<file path="config.mk">
export PLATFORM = sky130hd
export DESIGN_NAME = pio_port
export DESIGN_NICKNAME = d
export VERILOG_FILES = /design/src/pio_pkg.sv /design/src/pio_port.sv /design/src/pio_pin_cell.sv
export SDC_FILE = /design/constraint.sdc
export NUM_CORES = 1
export LEC_CHECK = 0
export ABC_AREA = 0
export BUFFER_PORTS_ARGS = -buffer_cell sky130_fd_sc_hd__buf_4
export CORE_ASPECT_RATIO = 0.5
export CORE_MARGIN = 5
export CORE_UTILIZATION = 50
export CTS_CLUSTER_SIZE = 12
export DETAILED_ROUTE_END_ITERATION = 10
export GPL_ROUTABILITY_DRIVEN = 0
export PLACE_DENSITY = 0.79
export SLEW_MARGIN = 5
export SYNTH_ARGS = -nofsm -noshare
export SYNTH_HDL_FRONTEND = slang
export SYNTH_SLANG_ARGS = --single-unit
</file>
<file path="constraint.sdc">
create_clock -name aclk -period 2.25 [get_ports aclk]
set_input_delay 0.45 -clock aclk [delete_from_list [all_inputs] [get_ports aclk]]
set_output_delay 0.45 -clock aclk [all_outputs]
set_load 0.05 [all_outputs]
</file>
<file path="src/pio_pkg.sv">
/*
 * Package for the parallel I/O pin control block: register map, field layout,
 * reset values and the packed carriers shared by the top and the pin cell.
 * Assumes a 32-bit AXI4-Lite register bus clocked by aclk.
 */
package pio_pkg;

    localparam int unsigned PIO_NPINS = 8;
    localparam int unsigned PIO_AW    = 8;

    // Register byte offsets.
    localparam logic [7:0] PIO_OFS_DATA   = 8'h00;
    localparam logic [7:0] PIO_OFS_DIR    = 8'h04;
    localparam logic [7:0] PIO_OFS_PULL   = 8'h08;
    localparam logic [7:0] PIO_OFS_SLEW   = 8'h0C;
    localparam logic [7:0] PIO_OFS_DRIVE  = 8'h10;
    localparam logic [7:0] PIO_OFS_PINLVL = 8'h14;
    localparam logic [7:0] PIO_OFS_ID     = 8'h18;

    // Reset values.
    localparam logic [7:0] PIO_RST_DATA  = 8'h00;
    localparam logic [7:0] PIO_RST_DIR   = 8'h00;
    localparam logic [7:0] PIO_RST_PULL  = 8'h00;
    localparam logic [7:0] PIO_RST_SLEW  = 8'h00;
    localparam logic [7:0] PIO_RST_DRIVE = 8'h00;

    // Pin index of the output-only pin; it has no input buffer.
    localparam int unsigned PIO_OUT_ONLY_IDX = 4;
    localparam logic [7:0]  PIO_OUT_ONLY_MASK = 8'h10;

    // Block identity word; the value is arbitrary.
    localparam logic [31:0] PIO_ID_VALUE = 32'h0000_5A10;

    localparam logic [1:0] PIO_RESP_OKAY   = 2'h0;
    localparam logic [1:0] PIO_RESP_SLVERR = 2'h2;

    typedef struct packed {
        logic [7:0] data;
        logic [7:0] dir;
        logic [7:0] pull;
        logic [7:0] slew;
        logic [7:0] drive;
    } pio_cfg_s;

    // Request from the on-chip peripherals that share the pins.
    typedef struct packed {
        logic [7:0] dig_en;
        logic [7:0] dig_out;
        logic [7:0] dig_oe;
        logic [7:0] ana_en;
    } pio_periph_s;

    // Pin pad controls; oe_n is low while the pad is driven.
    typedef struct packed {
        logic [7:0] out;
        logic [7:0] oe_n;
        logic [7:0] ibuf_en;
        logic [7:0] pull_en;
        logic [7:0] slew_en;
        logic [7:0] drive_hi;
    } pio_pad_s;

endpackage

</file>
<file path="src/pio_port.sv">
/*
 * Parallel I/O port with pin control, reached over AXI4-Lite.
 * Assumes peripherals present their pin requests synchronously to aclk and
 * that low-power modes only gate activity, never the register state.
 */
// How it works
// A shared peripheral function overrides the port function on its pin.
// Enabling a peripheral removes port control from every pin it shares.
// After reset no peripheral function is enabled; the port owns all pins except the output-only pin, which debug mode holds.
// Reset makes all pins inputs, pulls off; output-only pin starts in debug mode.
// Reset selects low drive strength on every pin.
// Direction bit enables the output buffer and selects the read source; the output-only pin's direction bit is held at 0, so the port never drives it.
// Direction 0 reads the pin level; direction 1 drives and reads the latch.
// Data writes latch all bits; output bits drive their latched level.
// Reset clears the data latch; nothing is driven since pins are inputs.
// Input buffer is on unless the pin is analog or output-only.
// A digital function drives the pad; direction still selects read source.
// An analog function disables both input and output buffers.
// An input bit with its input buffer off reads as zero.
// Analog beats digital when both are enabled on one pin.
// Software should write data before turning a pin into an output.
// Pull and slew settings act independently of data and direction.
// In wait and stop every pin state is held; low_power freezes only peripheral requests, not bdm_release or writes.
// After low power every pin function is as before stop.
// Registers update on aclk writes and reset on the system reset.
`timescale 1ns/1ps
module pio_port (
    input  logic                 aclk,
    input  logic                 aresetn,
    input  logic [7:0]           s_axi_awaddr,
    input  logic                 s_axi_awvalid,
    output logic                 s_axi_awready,
    input  logic [31:0]          s_axi_wdata,
    input  logic [3:0]           s_axi_wstrb,
    input  logic                 s_axi_wvalid,
    output logic                 s_axi_wready,
    output logic [1:0]           s_axi_bresp,
    output logic                 s_axi_bvalid,
    input  logic                 s_axi_bready,
    input  logic [7:0]           s_axi_araddr,
    input  logic                 s_axi_arvalid,
    output logic                 s_axi_arready,
    output logic [31:0]          s_axi_rdata,
    output logic [1:0]           s_axi_rresp,
    output logic                 s_axi_rvalid,
    input  logic                 s_axi_rready,
    input  pio_pkg::pio_periph_s periph,
    input  logic                 bdm_release,
    input  logic                 low_power,
    input  logic [7:0]           pin_in,
    output pio_pkg::pio_pad_s    pad
);
    import pio_pkg::*;

    typedef struct packed {
        pio_cfg_s    cfg;
        logic        bdm_en;
        logic        aw_got;
        logic [7:0]  aw_addr;
        logic        w_got;
        logic [31:0] w_data;
        logic [3:0]  w_strb;
        logic        bvalid;
        logic [1:0]  bresp;
        logic        rvalid;
        logic [31:0] rdata;
        logic [1:0]  rresp;
        pio_periph_s periph;
    } pio_state_s;

    pio_state_s st_q;
    pio_state_s st_d;
    logic [7:0] rd_port;
    pio_pad_s   pad_c;

    function automatic logic pio_mapped(input logic [7:0] a);
        return a == PIO_OFS_DATA || a == PIO_OFS_DIR || a == PIO_OFS_PULL ||
               a == PIO_OFS_SLEW || a == PIO_OFS_DRIVE || a == PIO_OFS_PINLVL ||
               a == PIO_OFS_ID;
    endfunction

    pio_pin_cell u_cell (
        .cfg     (st_q.cfg),
        .periph  (st_q.periph),
        .pin_in  (pin_in),
        .bdm_en  (st_q.bdm_en),
        .pad     (pad_c),
        .rd_data (rd_port)
    );

    // Pads come straight from the mux; every mux input that reaches them is a flip-flop.
    assign pad = pad_c;

    assign s_axi_awready = !st_q.aw_got && !st_q.bvalid;
    assign s_axi_wready  = !st_q.w_got && !st_q.bvalid;
    assign s_axi_bvalid  = st_q.bvalid;
    assign s_axi_bresp   = st_q.bresp;
    assign s_axi_arready = !st_q.rvalid;
    assign s_axi_rvalid  = st_q.rvalid;
    assign s_axi_rdata   = st_q.rdata;
    assign s_axi_rresp   = st_q.rresp;

    always_comb begin
        logic [7:0] wb;
        wb   = 8'h00;
        st_d = st_q;
        // Peripheral requests are registered, but frozen in low power so
        // the pads keep the peripheral requests seen before entry; bdm_release and writes still act.
        if (!low_power) begin
            st_d.periph = periph;
        end
        if (bdm_release) begin
            st_d.bdm_en = 1'b0;
        end
        if (s_axi_awvalid && s_axi_awready) begin
            st_d.aw_got  = 1'b1;
            st_d.aw_addr = s_axi_awaddr;
        end
        if (s_axi_wvalid && s_axi_wready) begin
            st_d.w_got  = 1'b1;
            st_d.w_data = s_axi_wdata;
            st_d.w_strb = s_axi_wstrb;
        end
        if (st_q.aw_got && st_q.w_got) begin
            st_d.aw_got = 1'b0;
            st_d.w_got  = 1'b0;
            st_d.bvalid = 1'b1;
            st_d.bresp  = pio_mapped(st_q.aw_addr) ? PIO_RESP_OKAY : PIO_RESP_SLVERR;
            // Only the low byte holds state, so only lane 0 matters.
            if (st_q.w_strb[0]) begin
                wb = st_q.w_data[7:0];
                unique case (st_q.aw_addr)
                    PIO_OFS_DATA:  st_d.cfg.data  = wb;
                    PIO_OFS_DIR:   st_d.cfg.dir   = wb & ~PIO_OUT_ONLY_MASK;
                    PIO_OFS_PULL:  st_d.cfg.pull  = wb;
                    PIO_OFS_SLEW:  st_d.cfg.slew  = wb;
                    PIO_OFS_DRIVE: st_d.cfg.drive = wb;
                    default:       st_d.cfg       = st_q.cfg;
                endcase
            end
        end
        if (st_q.bvalid && s_axi_bready) begin
            st_d.bvalid = 1'b0;
        end
        if (s_axi_arvalid && s_axi_arready) begin
            st_d.rvalid = 1'b1;
            st_d.rresp  = pio_mapped(s_axi_araddr) ? PIO_RESP_OKAY : PIO_RESP_SLVERR;
            unique case (s_axi_araddr)
                PIO_OFS_DATA:   st_d.rdata = {24'h000000, rd_port};
                PIO_OFS_DIR:    st_d.rdata = {24'h000000, st_q.cfg.dir};
                PIO_OFS_PULL:   st_d.rdata = {24'h000000, st_q.cfg.pull};
                PIO_OFS_SLEW:   st_d.rdata = {24'h000000, st_q.cfg.slew};
                PIO_OFS_DRIVE:  st_d.rdata = {24'h000000, st_q.cfg.drive};
                PIO_OFS_PINLVL: st_d.rdata = {24'h000000, pin_in & pad_c.ibuf_en};
                PIO_OFS_ID:     st_d.rdata = PIO_ID_VALUE;
                default:        st_d.rdata = 32'h0000_0000;
            endcase
        end else if (st_q.rvalid && s_axi_rready) begin
            st_d.rvalid = 1'b0;
        end
    end

    always_ff @(posedge aclk) begin
        if (!aresetn) begin
            st_q             <= '0;
            st_q.cfg.data    <= PIO_RST_DATA;
            st_q.cfg.dir     <= PIO_RST_DIR;
            st_q.cfg.pull    <= PIO_RST_PULL;
            st_q.cfg.slew    <= PIO_RST_SLEW;
            st_q.cfg.drive   <= PIO_RST_DRIVE;
            st_q.periph      <= '0;
            st_q.bdm_en      <= 1'b1;
        end else begin
            st_q <= st_d;
        end
    end
endmodule

</file>
<file path="src/pio_pin_cell.sv">
/*
 * Pad multiplexer for the whole port: decides who drives each pad, whether
 * its input buffer is on, and what a data read returns.
 * Assumes the register state arrives already reset to safe values.
 */
`timescale 1ns/1ps
module pio_pin_cell (
    input  pio_pkg::pio_cfg_s    cfg,
    input  pio_pkg::pio_periph_s periph,
    input  logic [7:0]           pin_in,
    input  logic                 bdm_en,
    output pio_pkg::pio_pad_s    pad,
    output logic [7:0]           rd_data
);
    import pio_pkg::*;

    // Per-pin results are gathered on nets, so each pin owns its own bit.
    wire logic [7:0] out_v;
    wire logic [7:0] oe_n_v;
    wire logic [7:0] ibuf_v;
    wire logic [7:0] rd_v;

    genvar g;
    generate
        for (g = 0; g < PIO_NPINS; g++) begin : g_pin
            logic ana;
            logic dig;
            // Analog wins over digital when both are enabled.
            assign ana = periph.ana_en[g];
            assign dig = (periph.dig_en[g] && !ana) ||
                         (g == PIO_OUT_ONLY_IDX && bdm_en);
            assign ibuf_v[g] = !ana && (g != PIO_OUT_ONLY_IDX);
            // An analog pin is parked undriven at a low level.
            assign out_v[g]  = !ana && (dig ? periph.dig_out[g] : cfg.data[g]);
            assign oe_n_v[g] = ana || (dig ? !periph.dig_oe[g] : !cfg.dir[g]);
            // Direction picks the read source even under a digital function.
            assign rd_v[g] = cfg.dir[g] ? cfg.data[g] : (ibuf_v[g] && pin_in[g]);
        end
    endgenerate

    assign rd_data = rd_v;
    assign pad     = '{out:      out_v,
                       oe_n:     oe_n_v,
                       ibuf_en:  ibuf_v,
                       pull_en:  cfg.pull,
                       slew_en:  cfg.slew,
                       drive_hi: cfg.drive};
endmodule

</file>
==> results.yml <==
run_status:
  status: "finished clean"
critical_path:
  crit_fanout: 8
  cp.arrival_ns: 2.19
  required_ns: 2.51
  crit_path_max_incr_delay_ns: 0.58
  worstPathCellList: "or4_4, nor4_4, nand4_2, mux2i_1"
  end_kind: "register"
  critPathLaunchType: "register"
  cp_slowest_cell: "or4_4"
  crit_type: "register to register"
  crit_buf_inv: 0
  critPathTopFamily: "simple AND/OR/NAND/NOR gates"
route:
  ant_nets: 0
  viasPerCell: 5.06
  wl_per_cell_um: 15.5
  routed-via-count: 4148
  totalWireLength_um: 12700
  remaining_drc_errors: 0
  detailedRoute.firstPassIterationCount: 5
  drt_first_iter_violations: 266
cells_and_area:
  antennaDiodeCount: 0
  fillers: 888
  syn2layout_area_growth_pct: 20.5
  register_area_um2: 2080
  drive_gt1_frac: 0.262
  multiInputGateArea_um2: 2600
  final_util: 0.617
  finalNetCount: 778
  fin_area_um2: 6280
placed_design:
  io_buffers: 138
  placed_cell_area_um2: 6020
  place_hpwl_um: 9650
yosys:
  synth.area.top_cells: "dfxtp_1 (40%), mux2i_1 (16%), buf_4 (8.8%)"
  synth_ff_type: "dfxtp_1"
  avgSynthCellArea_um2: 8.91
  synth_largest_area_cell: "dfxtp_1"
  synth_top_area_frac: 0.400
  async_flop_share: 0
  yosys_warnings: 0
  ys_ff_latch: 104
  seq_area_frac_synth: 0.400
  synthDistinctLibCells: 47
  synthCells: 585
  netlist_area_um2: 5210
  synth_enable_flop_cells: 0
clocking:
  hold_buffers: 0
  clk_latency_ns: 0.34
  clk_pin_slew_ns: 0.06
  clock_sinks: 104
  cts_setup_buffers: 0
  htree_levels: 3
  cts_buffers: 9
  clockBufferDepth: 2
  cts_tree: "built"
  cts_resized: 0
  root_buffer: "clkbuf_16"
global_routing:
  grt_first_pass_wirelength_um: 19700
  grt-ovfl-total: 0
  grt_pass1_vias: 3769
  grt.total_usage: 0.196
  antenna_found_initial: 0
  grt_start_max_net_pins: 70
power:
  p_sw_frac: 0.268
  power.net_switching_mw: 1.06
  power_mw: 3.95
  powerDensity_nw_per_um2: 630
  p_comb_frac: 0.148
  clkPwrFrac: 0.356
  p_int_mw: 2.90
  pwr-share-seq: 0.496
  leakagePower_nw: 2.80
  peakVddDrop_mv: 0.348
sta:
  finalCriticalPeriod_ns: 1.93
  rsz0062_at_grt: "false"
  worst_pin_slew_ns: 0.638
  timing.fmax_mhz: 519
  max_slew_margin: 0.575
  clock_skew_ns: 0.00569
  setup_tns_ns: 0
  slew_viol_final: 0
  finalHoldViolCount: 0
  period_share: 0.856
  whs_ns: 0.290
  finalSetupViolations: 0
die:
  fp.dieH_um: 82.2
  die_x_um: 154
  ios: 190
  start_util: 0.512
  num_rows: 26
  core_area_um2: 10200
  die_area_um2: 12700
worst_hold_path:
  holdCritPathClass: "input pin to register"
job:
  cap_viol_max_count: 0
==> cell usage after synthesis (all sizes together), types with 2 or more instances <==
cell,instances
a21boi,21
a21oi,11
a31oi,5
a41oi,2
and2,10
buf,66
clkbuf,23
dfxtp,104
inv,12
mux2,7
mux2i,84
nand2,98
nand2b,6
nand3,5
nand4,5
nand4b,3
nor2,21
nor2b,43
nor3,4
nor3b,3
nor4,5
o21ai,20
o22ai,2
o32ai,3
or3,2
or3b,2
or4,2
or4b,2
or4bb,2
==> power by group through the flow <==
| stage | registers (mW) | clock network [mW] | logic [mW] |
|---|---|---|---|
| 2_1_floorplan | 1.99 | 0 | 0.425 |
| 3_3_place_gp | 2.00 | 0 | 0.579 |
| 3_5_place_dp | 2.00 | 0 | 0.586 |
| 4_1_cts | 1.96 | 1.44 | 0.587 |
| 5_1_grt | 1.97 | 1.52 | 0.629 |
| 6_report | 1.96 | 1.41 | 0.587 |
==> layer usage <==
metal  global-route usage  wire length [um]
met1                0.264              6070
met2                0.316              5590
met3               0.0562               932
met4               0.0432                93
met5                    0                 0
==> layout make-up <==
cell class,count,area share
clock buffer,11,0.0387
clock inverter,3,0.00319
inverter,12,0.00717
multi-input combinational,402,0.415
sequential,104,0.332
tap,140,0.0279
timing repair buffer,148,0.177
==> registers in the layout, indices dropped and copies added (netlist names) <==
signal and cells:
s_axi_rresp 1, s_axi_rdata 9, st_q 91, s_axi_bresp 1
s_axi_bvalid 1, s_axi_rvalid 1
==> layout by cell type (no fill, tap or decap), types with 6 or more instances in the layout <==
cell / Yosys / final
buf_4: 61 / 148
dfxtp_1: 104 / 104
nand2_1: 98 / 98
mux2i_1: 84 / 84
nor2b_1: 43 / 43
conb_1: 1 / 23
nor2_1: 21 / 21
a21boi_0: 21 / 21
o21ai_0: 20 / 20
inv_1: 12 / 12
a21oi_1: 11 / 11
and2_1: 10 / 10
clkbuf_16: 0 / 9
mux2_2: 7 / 7
nand2b_1: 6 / 6
==> kinds of logic after synthesis <==
kind of cell / synth area share
AO/OA/AOI/OAI: 0.0872
multiplexers: 0.176
other: 0.000720
AND/OR/NAND/NOR: 0.219
buffers and inverters: 0.117
flip-flops: 0.400
==> stage by stage <==
stage / setup slack [ns] / instances
after CTS: 0.325 / 820
after floorplan: 0.245 / 607
final: 0.325 / 820
after detailed placement: 0.338 / 806
after global placement: 0.374 / 806
after global routing: 0.185 / 820
==> worst paths after layout <==
check,slack [ns],end,startpoint,cells after the start
worst max register to register,0.32,st_q[131]$_SDFFE_PN0P_,st_q[107]$_SDFFE_PN0P_,4
worst min-delay path,0.29,st_q[116]$_SDFFE_PN1P_,bdm_release,2
worst min register to register,0.47,s_axi_rdata[4]$_SDFFE_PN0P_,s_axi_rdata[4]$_SDFFE_PN0P_,2
worst max-delay path,0.32,st_q[131]$_SDFFE_PN0P_,st_q[107]$_SDFFE_PN0P_,4
No activity file was read; power rests on OpenSTA's default activity.
